===== src/inc/msc_pkg.sv =====
// Shared constants and types for the motion stop control block
package msc_pkg;

  // Parameter addresses
  localparam logic [15:0] ADDR_PROFILE_DECEL = 16'h0616;
  localparam logic [15:0] ADDR_QS_RAMP       = 16'h0624;
  localparam logic [15:0] ADDR_QS_REACT      = 16'h0630;

  // Reset values
  localparam logic [31:0] RST_PROFILE_DECEL = 32'h0000_02EE;
  localparam logic [31:0] RST_QS_RAMP       = 32'h0000_1770;
  localparam logic [15:0] RST_QS_REACT      = 16'h0006;

  // Ramp limits in RPM/s
  localparam logic [31:0] RAMP_MIN = 32'h0000_00C8;
  localparam logic [31:0] RAMP_MAX = 32'h002D_C6C0;

  // Reaction codes, signed 16 bit
  localparam logic signed [15:0] REACT_FAULT = 16'shFFFF;
  localparam logic signed [15:0] REACT_QSA   = 16'sh0006;

  // Operating state codes reported on op_state
  localparam logic [3:0] OPST_NORMAL = 4'h0;
  localparam logic [3:0] OPST_QSA    = 4'h7;
  localparam logic [3:0] OPST_FAULT  = 4'h9;

  typedef enum logic [6:0] {
    MSC_RUN        = 7'b000_0001,
    MSC_HOLD_DECEL = 7'b000_0010,
    MSC_HOLD_STILL = 7'b000_0100,
    MSC_QS_DECEL   = 7'b000_1000,
    MSC_QS_ACTIVE  = 7'b001_0000,
    MSC_FAULT      = 7'b010_0000,
    MSC_TORQUE_QS  = 7'b100_0000
  } msc_state_t;

endpackage : msc_pkg


===== src/verilog/msc_stop_ctrl.sv =====
// Hold and emergency stop control with its ramp parameters
module msc_stop_ctrl
  import msc_pkg::*;
(
  // Clock and reset
  input  wire logic        clk,
  input  wire logic        rst_n,
  // Parameter access from the fieldbus
  input  wire logic [15:0] par_addr,
  input  wire logic [31:0] par_wdata,
  input  wire logic        par_wr,
  input  wire logic        par_rd,
  output logic      [31:0] par_rdata,
  output logic             par_ack,
  output logic             par_err,
  // Stop requests
  input  wire logic        fb_hold,
  input  wire logic        fb_quick_stop,
  input  wire logic        err_class1,
  input  wire logic        err_class2,
  input  wire logic        hold_pin,
  input  wire logic        hold_input_function,
  input  wire logic        state_release,
  // Motion engine status
  input  wire logic        mode_vel_profile,
  input  wire logic        motor_start,
  input  wire logic        motor_standstill,
  input  wire logic [15:0] quick_stop_current_limit,
  // Stop commands to the motion engine
  output logic             decel_active,
  output logic      [31:0] decel_rate,
  output logic             ramp_linear,
  output logic             torque_ramp,
  output logic      [15:0] torque_limit,
  output logic             resume_req,
  output logic      [3:0]  op_state
);

  ////////////////////////////////////////////////////////////////////////////////
  // State

  typedef struct packed {
    msc_state_t  st;
    logic [31:0] profile_decel;
    logic [31:0] qs_ramp;
    logic [15:0] qs_react;
    logic [31:0] act_profile;
    logic [31:0] act_qs;
    logic        decel_active;
    logic [31:0] decel_rate;
    logic        ramp_linear;
    logic        torque_ramp;
    logic [15:0] torque_limit;
    logic        resume_req;
    logic [3:0]  op_state;
    logic [31:0] par_rdata;
    logic        par_ack;
    logic        par_err;
  } msc_regs_t;

  msc_regs_t q;
  msc_regs_t next_q;
  logic      pin_level;
  logic      hold_req;
  logic      qs_req;
  logic      ramp_ok;
  logic      react_ok;

  ////////////////////////////////////////////////////////////////////////////////
  // Input synchroniser

  msc_sync u_hold_sync (
    .clk   (clk),
    .rst_n (rst_n),
    .pin   (hold_pin),
    .level (pin_level)
  );

  assign hold_req = fb_hold | (hold_input_function & pin_level);
  assign qs_req   = fb_quick_stop | err_class1 | err_class2;
  assign ramp_ok  = (par_wdata >= RAMP_MIN) && (par_wdata <= RAMP_MAX);
  assign react_ok = ($signed(par_wdata[15:0]) >= REACT_FAULT)
                 && ($signed(par_wdata[15:0]) <= REACT_QSA);

  ////////////////////////////////////////////////////////////////////////////////
  // Next state

  always_comb begin
    next_q            = q;
    next_q.par_ack    = 1'b0;
    next_q.par_err    = 1'b0;
    next_q.resume_req = 1'b0;

    // Parameter writes; out of range values are refused and the old value kept
    if (par_wr) begin
      next_q.par_ack = 1'b1;
      case (par_addr)
        ADDR_PROFILE_DECEL: begin
          if (ramp_ok) next_q.profile_decel = par_wdata;
          else         next_q.par_err = 1'b1;
        end
        ADDR_QS_RAMP: begin
          if (ramp_ok) next_q.qs_ramp = par_wdata;
          else         next_q.par_err = 1'b1;
        end
        ADDR_QS_REACT: begin
          if (react_ok) next_q.qs_react = par_wdata[15:0];
          else          next_q.par_err = 1'b1;
        end
        default: next_q.par_err = 1'b1;
      endcase
    end else if (par_rd) begin
      next_q.par_ack = 1'b1;
      case (par_addr)
        ADDR_PROFILE_DECEL: next_q.par_rdata = q.profile_decel;
        ADDR_QS_RAMP:       next_q.par_rdata = q.qs_ramp;
        ADDR_QS_REACT:      next_q.par_rdata = {{16{q.qs_react[15]}}, q.qs_react};
        default: begin
          next_q.par_rdata = '0;
          next_q.par_err   = 1'b1;
        end
      endcase
    end

    // Ramps are copied only when a new movement starts, never mid-move
    if (motor_start && q.st == MSC_RUN) begin
      next_q.act_profile = q.profile_decel;
      next_q.act_qs      = q.qs_ramp;
    end

    // Stop sequencing
    case (q.st)
      MSC_RUN: begin
        if (qs_req) next_q.st = mode_vel_profile ? MSC_QS_DECEL : MSC_TORQUE_QS;
        else if (hold_req) next_q.st = MSC_HOLD_DECEL;
      end
      MSC_HOLD_DECEL: begin
        // Emergency stop wins over a hold
        if (qs_req) next_q.st = mode_vel_profile ? MSC_QS_DECEL : MSC_TORQUE_QS;
        else if (motor_standstill) begin
          // A hold dropped while braking still waits for standstill
          if (hold_req) next_q.st = MSC_HOLD_STILL;
          else begin
            next_q.st         = MSC_RUN;
            next_q.resume_req = 1'b1;
          end
        end
      end
      MSC_HOLD_STILL: begin
        if (qs_req) next_q.st = mode_vel_profile ? MSC_QS_DECEL : MSC_TORQUE_QS;
        else if (!hold_req) begin
          next_q.st         = MSC_RUN;
          next_q.resume_req = 1'b1;
        end
      end
      MSC_QS_DECEL, MSC_TORQUE_QS: begin
        // The live reaction code decides, so a late write still counts
        if (motor_standstill) begin
          if ($signed(q.qs_react) == REACT_FAULT) next_q.st = MSC_FAULT;
          else next_q.st = MSC_QS_ACTIVE;
        end
      end
      MSC_QS_ACTIVE, MSC_FAULT: begin
        if (state_release && !qs_req) next_q.st = MSC_RUN;
      end
      default: next_q.st = MSC_RUN;
    endcase

    // Outputs follow the next state so they line up with the state register
    next_q.decel_active = 1'b0;
    next_q.decel_rate   = '0;
    next_q.ramp_linear  = 1'b0;
    next_q.torque_ramp  = 1'b0;
    next_q.torque_limit = '0;
    next_q.op_state     = OPST_NORMAL;
    case (next_q.st)
      MSC_HOLD_DECEL, MSC_HOLD_STILL: begin
        next_q.decel_active = 1'b1;
        next_q.decel_rate   = next_q.act_profile;
      end
      MSC_QS_DECEL: begin
        next_q.decel_active = 1'b1;
        next_q.decel_rate   = next_q.act_qs;
        next_q.ramp_linear  = 1'b1;
        next_q.op_state     = OPST_QSA;
      end
      MSC_TORQUE_QS: begin
        next_q.decel_active = 1'b1;
        next_q.torque_ramp  = 1'b1;
        next_q.torque_limit = quick_stop_current_limit;
        next_q.ramp_linear  = 1'b1;
        next_q.op_state     = OPST_QSA;
      end
      MSC_QS_ACTIVE: next_q.op_state = OPST_QSA;
      MSC_FAULT:     next_q.op_state = OPST_FAULT;
      default: next_q.op_state = OPST_NORMAL;
    endcase

    if (!rst_n) begin
      next_q               = '0;
      next_q.st            = MSC_RUN;
      next_q.profile_decel = RST_PROFILE_DECEL;
      next_q.qs_ramp       = RST_QS_RAMP;
      next_q.qs_react      = RST_QS_REACT;
      next_q.act_profile   = RST_PROFILE_DECEL;
      next_q.act_qs        = RST_QS_RAMP;
      next_q.op_state      = OPST_NORMAL;
    end
  end

  always_ff @(posedge clk) begin
    q <= next_q;
  end

  ////////////////////////////////////////////////////////////////////////////////
  // Outputs

  assign par_rdata    = q.par_rdata;
  assign par_ack      = q.par_ack;
  assign par_err      = q.par_err;
  assign decel_active = q.decel_active;
  assign decel_rate   = q.decel_rate;
  assign ramp_linear  = q.ramp_linear;
  assign torque_ramp  = q.torque_ramp;
  assign torque_limit = q.torque_limit;
  assign resume_req   = q.resume_req;
  assign op_state     = q.op_state;

  ////////////////////////////////////////////////////////////////////////////////
  // Checks

  a_react_range: assert property (@(posedge clk) disable iff (!rst_n)
    ($signed(q.qs_react) >= REACT_FAULT) && ($signed(q.qs_react) <= REACT_QSA))
    else $error("reaction code out of range");

  a_qs_start: assert property (@(posedge clk) disable iff (!rst_n)
    (qs_req && (q.st == MSC_RUN || q.st == MSC_HOLD_DECEL || q.st == MSC_HOLD_STILL))
    |=> (q.st == MSC_QS_DECEL || q.st == MSC_TORQUE_QS) && q.decel_active)
    else $error("emergency stop not started");

  a_fault_entry: assert property (@(posedge clk) disable iff (!rst_n)
    (q.st == MSC_QS_DECEL && motor_standstill && $signed(q.qs_react) == REACT_FAULT)
    |=> q.op_state == OPST_FAULT)
    else $error("fault state not entered");

  a_hold_ramp: assert property (@(posedge clk) disable iff (!rst_n)
    (q.st == MSC_HOLD_DECEL) |-> (q.decel_rate == q.act_profile) && !q.ramp_linear)
    else $error("hold uses wrong ramp");

  a_hold_gate: assert property (@(posedge clk) disable iff (!rst_n)
    (q.st == MSC_RUN && !fb_hold && !hold_input_function && !qs_req) |=> q.st == MSC_RUN)
    else $error("unassigned input caused a hold");

  a_resume_still: assert property (@(posedge clk) disable iff (!rst_n)
    (q.st == MSC_HOLD_DECEL && !motor_standstill) |=> !q.resume_req)
    else $error("resumed before standstill");

  a_ramp_latch: assert property (@(posedge clk) disable iff (!rst_n)
    (q.st == MSC_RUN && !motor_start) |=> q.act_qs == $past(q.act_qs))
    else $error("emergency ramp changed mid-move");

  a_torque_mode: assert property (@(posedge clk) disable iff (!rst_n)
    (q.st == MSC_RUN && qs_req && !mode_vel_profile) |=> q.torque_ramp && q.decel_rate == '0)
    else $error("torque ramp not chosen");

  a_qs_linear: assert property (@(posedge clk) disable iff (!rst_n)
    (q.st == MSC_QS_DECEL) |-> q.ramp_linear && q.decel_rate == q.act_qs)
    else $error("emergency ramp not linear");

  a_no_resume_qs: assert property (@(posedge clk) disable iff (!rst_n)
    (q.st == MSC_QS_DECEL || q.st == MSC_QS_ACTIVE || q.st == MSC_FAULT) |-> !q.resume_req)
    else $error("resumed during emergency stop");

  a_hold_resume: assert property (@(posedge clk) disable iff (!rst_n)
    (q.st == MSC_HOLD_STILL && !hold_req && !qs_req) |=> q.st == MSC_RUN && q.resume_req)
    else $error("hold not resumed");

  a_hold_wait: assert property (@(posedge clk) disable iff (!rst_n)
    (q.st == MSC_HOLD_DECEL && !motor_standstill && !qs_req)
    |=> q.st == MSC_HOLD_DECEL && q.decel_active)
    else $error("hold braking ended early");

  a_qs_landing: assert property (@(posedge clk) disable iff (!rst_n)
    ((q.st == MSC_QS_DECEL || q.st == MSC_TORQUE_QS) && motor_standstill
      && $signed(q.qs_react) != REACT_FAULT)
    |=> q.st == MSC_QS_ACTIVE && q.op_state == OPST_QSA && !q.decel_active)
    else $error("quick stop active not entered");

endmodule : msc_stop_ctrl


===== src/verilog/msc_sync.sv =====
// Three-stage input synchroniser with agreement filter
module msc_sync (
  // Clock and reset
  input  wire logic clk,
  input  wire logic rst_n,
  // Asynchronous input and clean level
  input  wire logic pin,
  output logic      level
);

  typedef struct packed {
    logic s1;
    logic s2;
    logic s3;
    logic lvl;
  } msc_sync_t;

  msc_sync_t q;
  msc_sync_t next_q;

  always_comb begin
    next_q    = q;
    next_q.s1 = pin;
    next_q.s2 = q.s1;
    next_q.s3 = q.s2;
    // Only the second and third stages vote; the first may be metastable
    if (q.s2 == q.s3) begin
      next_q.lvl = q.s3;
    end
    if (!rst_n) begin
      next_q = '0;
    end
  end

  always_ff @(posedge clk) begin
    q <= next_q;
  end

  assign level = q.lvl;

endmodule : msc_sync

===== config.mk =====
export PLATFORM = sky130hd
export DESIGN_NAME = msc_stop_ctrl
export DESIGN_NICKNAME = d
export VERILOG_FILES = /design/src/inc/msc_pkg.sv /design/src/verilog/msc_stop_ctrl.sv /design/src/verilog/msc_sync.sv
export SDC_FILE = /design/constraint.sdc
export NUM_CORES = 1
export LEC_CHECK = 0
export BUFFER_PORTS_ARGS = -buffer_cell sky130_fd_sc_hd__buf_2
export CORE_ASPECT_RATIO = 0.8
export CORE_MARGIN = 2
export CORE_UTILIZATION = 36
export CTS_CLUSTER_DIAMETER = 30
export DETAILED_ROUTE_END_ITERATION = 10
export GPL_ROUTABILITY_DRIVEN = 0
export SETUP_SLACK_MARGIN = 0.15
export SLEW_MARGIN = 20
export SYNTH_ARGS = -nofsm -noshare
export SYNTH_HDL_FRONTEND = slang
export SYNTH_SLANG_ARGS = --single-unit

===== constraint.sdc =====
create_clock -name clk -period 2.4 [get_ports clk]
set_clock_uncertainty 0.15 [all_clocks]
set_input_delay 0.6 -clock clk [delete_from_list [all_inputs] [get_ports clk]]
set_output_delay 0.6 -clock clk [all_outputs]
set_load 0.01 [all_outputs]

==> out/metrics.yaml <==
worst_setup_path:
  cp-start-kind: "register"
  crit_arrival_ns: 2.55
  crit_type: "register to register"
  cp-end-kind: "register"
  critPathMaxFanout: 11
  reg2reg_depth: 5
  required_ns: 2.68
grt:
  grt_pass1_vias: 7427
  grt_max_degree: 64
  antenna_found_initial: 0
  grt-ovfl-total: 0
  grt_pass1_wl_um: 41460
  grt_util_all_layers_pct: 18.08
status:
  status: "finished, final reports clean"
logic_synthesis:
  synth_flop_cell: "dfxtp_1"
  ys_types: 64
  netlist_area_um2: 9863
  synth_cells: 979
  syn_area_per_cell_um2: 10.07
  yosysTopAreaCell: "dfxtp_1"
  syn-num-nets: 1057
  async_flop_share_pct: 0
  ys_seq_elements: 244
  synth-warning-count: 0
  synth_top_area_share_pct: 49.52
  synth_edf_count: 0
  yosys-top-cells-area: "dfxtp_1, mux2i_1, buf_4"
  yosysSeqAreaShare_pct: 49.52
timing:
  hold_viol_final: 0
  setup_viol: 0
  rsz0062_at_grt: "yes"
  slew_viol_final: 0
  worst_pin_slew_ns: 0.5713
  fmax_mhz: 440.3
  max_slew_margin_pct: 61.56
  finalCritPeriodShare_pct: 94.63
  period_minus_slack_ns: 2.271
  whs_ns: 0.1237
die:
  die_x_um: 189.1
  start_util_pct: 36.40
  num_rows: 54
  fp.dieH_um: 152.1
  die-area_um2: 28750
  coreArea_um2: 27090
  boundaryPins: 168
drt:
  drc_errors: 0
  drt_iter0_drc: 518
  vias: 7764
  drt-vias-per-instance: 4.987
  drt_wl_total_um: 27250
  detail_route.wl_per_cell_um: 17.50
  detail_route.first_pass.iterations: 5
  final_antenna_net_count: 0
power_and_ir_drop:
  p_sw_uw: 2729
  p_seq_share_pct: 34.1
  p_int_uw: 9378
  sw_frac_of_total_pct: 22.54
  clkPwrFrac_pct: 57.9
  p_leak_uw: 0.006218
  ir_drop_mv: 0.5103
  comb_power_share_pct: 8.0
  power_uw: 12110
  power_density_nw_per_um2: 901.8
clock_network:
  worstSkewPairLatency_ns: 0.52
  clock_tree.buffer_depth: 3
  cts_tree: "yes"
  cts.htree.levels: 2
  cts_inserted_buffers: 46
  clk_pin_slew_ns: 0.05
  clkSinkCount: 244
  root_buffer: "clkbuf_16"
final_layout:
  fill_cells: 2469
  final_cell_mix: "dfxtp_1, buf_2, mux2i_1, buf_4, nand2_1"
  drive_gt1_share_pct: 37.47
  final_cell_area_um2: 13430
  post-route-util_pct: 49.55
  final_common_cell: "dfxtp_1"
  diodes: 0
  layout.nets: 1236
  areaGrowthSynthToFinish_pct: 36.12
placed_design:
  place_hpwl_um: 18200
  io_buffers: 167
  place_area_um2: 11250
min_path:
  hold_depth: 2
  worstHoldPathType: "input pin to register"
run:
  drv_cap: 0
-- power groups by stage --
| stage | registers, µW | logic [µW] | clock network [µW] |
|---|---|---|---|
| 6_report | 4130 | 964 | 7010 |
| 5_1_grt | 4130 | 1020 | 7330 |
| 4_1_cts | 4130 | 831 | 7130 |
| 3_5_place_dp | 4210 | 812 | 0 |
| 3_3_place_gp | 4210 | 804 | 0 |
| 2_1_floorplan | 4220 | 488 | 0 |
-- cell usage after synthesis (all sizes together) (17+ instances only) --
library cell and number:
mux2i 111, o32ai 29, nand2b 24, nor2 82, nand2 87, clkbuf 38
a221oi 17, o21ai 43, a21oi 23, dfxtp 244, and2 22, and3 27
inv 32, buf 103
-- per-stage QoR --
stage	instances	setup TNS (ns)	setup WS, ns
3_3_place_gp	1465	-28.78	-0.3541
6_report	1557	0	0.1288
3_5_place_dp	1465	-33.71	-0.4414
5_1_grt	1557	0	0.08756
4_1_cts	1548	0	0.08796
2_1_floorplan	979	0	0.02772
-- cell type report --
class	instances	area, µm²	area share, %
sequential	244	4887	36.40
inverter	32	122.6	0.9133
multi-input combinational	560	4364	32.51
timing repair buffer	274	1904	14.18
clock buffer	52	1205	8.975
clock inverter	31	486.7	3.625
tap	364	455.4	3.392
-- state kept, by name, indices dropped and copies added (netlist names), 3 cells and up --
register,count
u_hold_sync.q,3
decel_rate,32
par_rdata,32
q,151
torque_limit,16
op_state,3
-- final timing paths --
path	start	to	slack, ns
hold / removal	quick_stop_current_limit[10]	torque_limit[10]	0.12
setup reg to reg	q[239]	decel_rate[14]	0.13
setup / recovery	q[239]	decel_rate[14]	0.13
hold reg to reg	u_hold_sync.q[3]	u_hold_sync.q[2]	0.28
-- cell families after synthesis --
family	count (synthesis)	share of synthesized area, %
AO/OA/AOI/OAI	149	12.42
XOR/XNOR	4	0.3553
buffers and inverters	175	11.09
flip-flops	244	49.52
multiplexers	111	11.26
AND/OR/NAND/NOR	296	15.35
-- metal layers --
metal  share of wire (%)  routed length, µm  global-route usage, %
met1                  48              13040                  26.20
met2                  44              12020                  27.00
met5                   0                  0                      0
met3                 6.5               1762                  3.719
met4                 1.6                433                  5.246
-- timing repair --
action                                  in CTS  in global routing
endpoints found under the setup margin      77                115
buffers inserted                             0                  4
pin swaps                                    2                  9
hold buffers                                 0                  0
gates cloned                                 0                  5
gates resized for setup                     20                 34
-- critical path, stage by stage (launching register included) --
cell and delay, ns:
dfxtp_1 0.31, or4_4 0.56, or4_4 0.52, o211a_4 0.22, buf_12 0.18, o32ai_4 0.23
(Power assumes the default switching activity.)
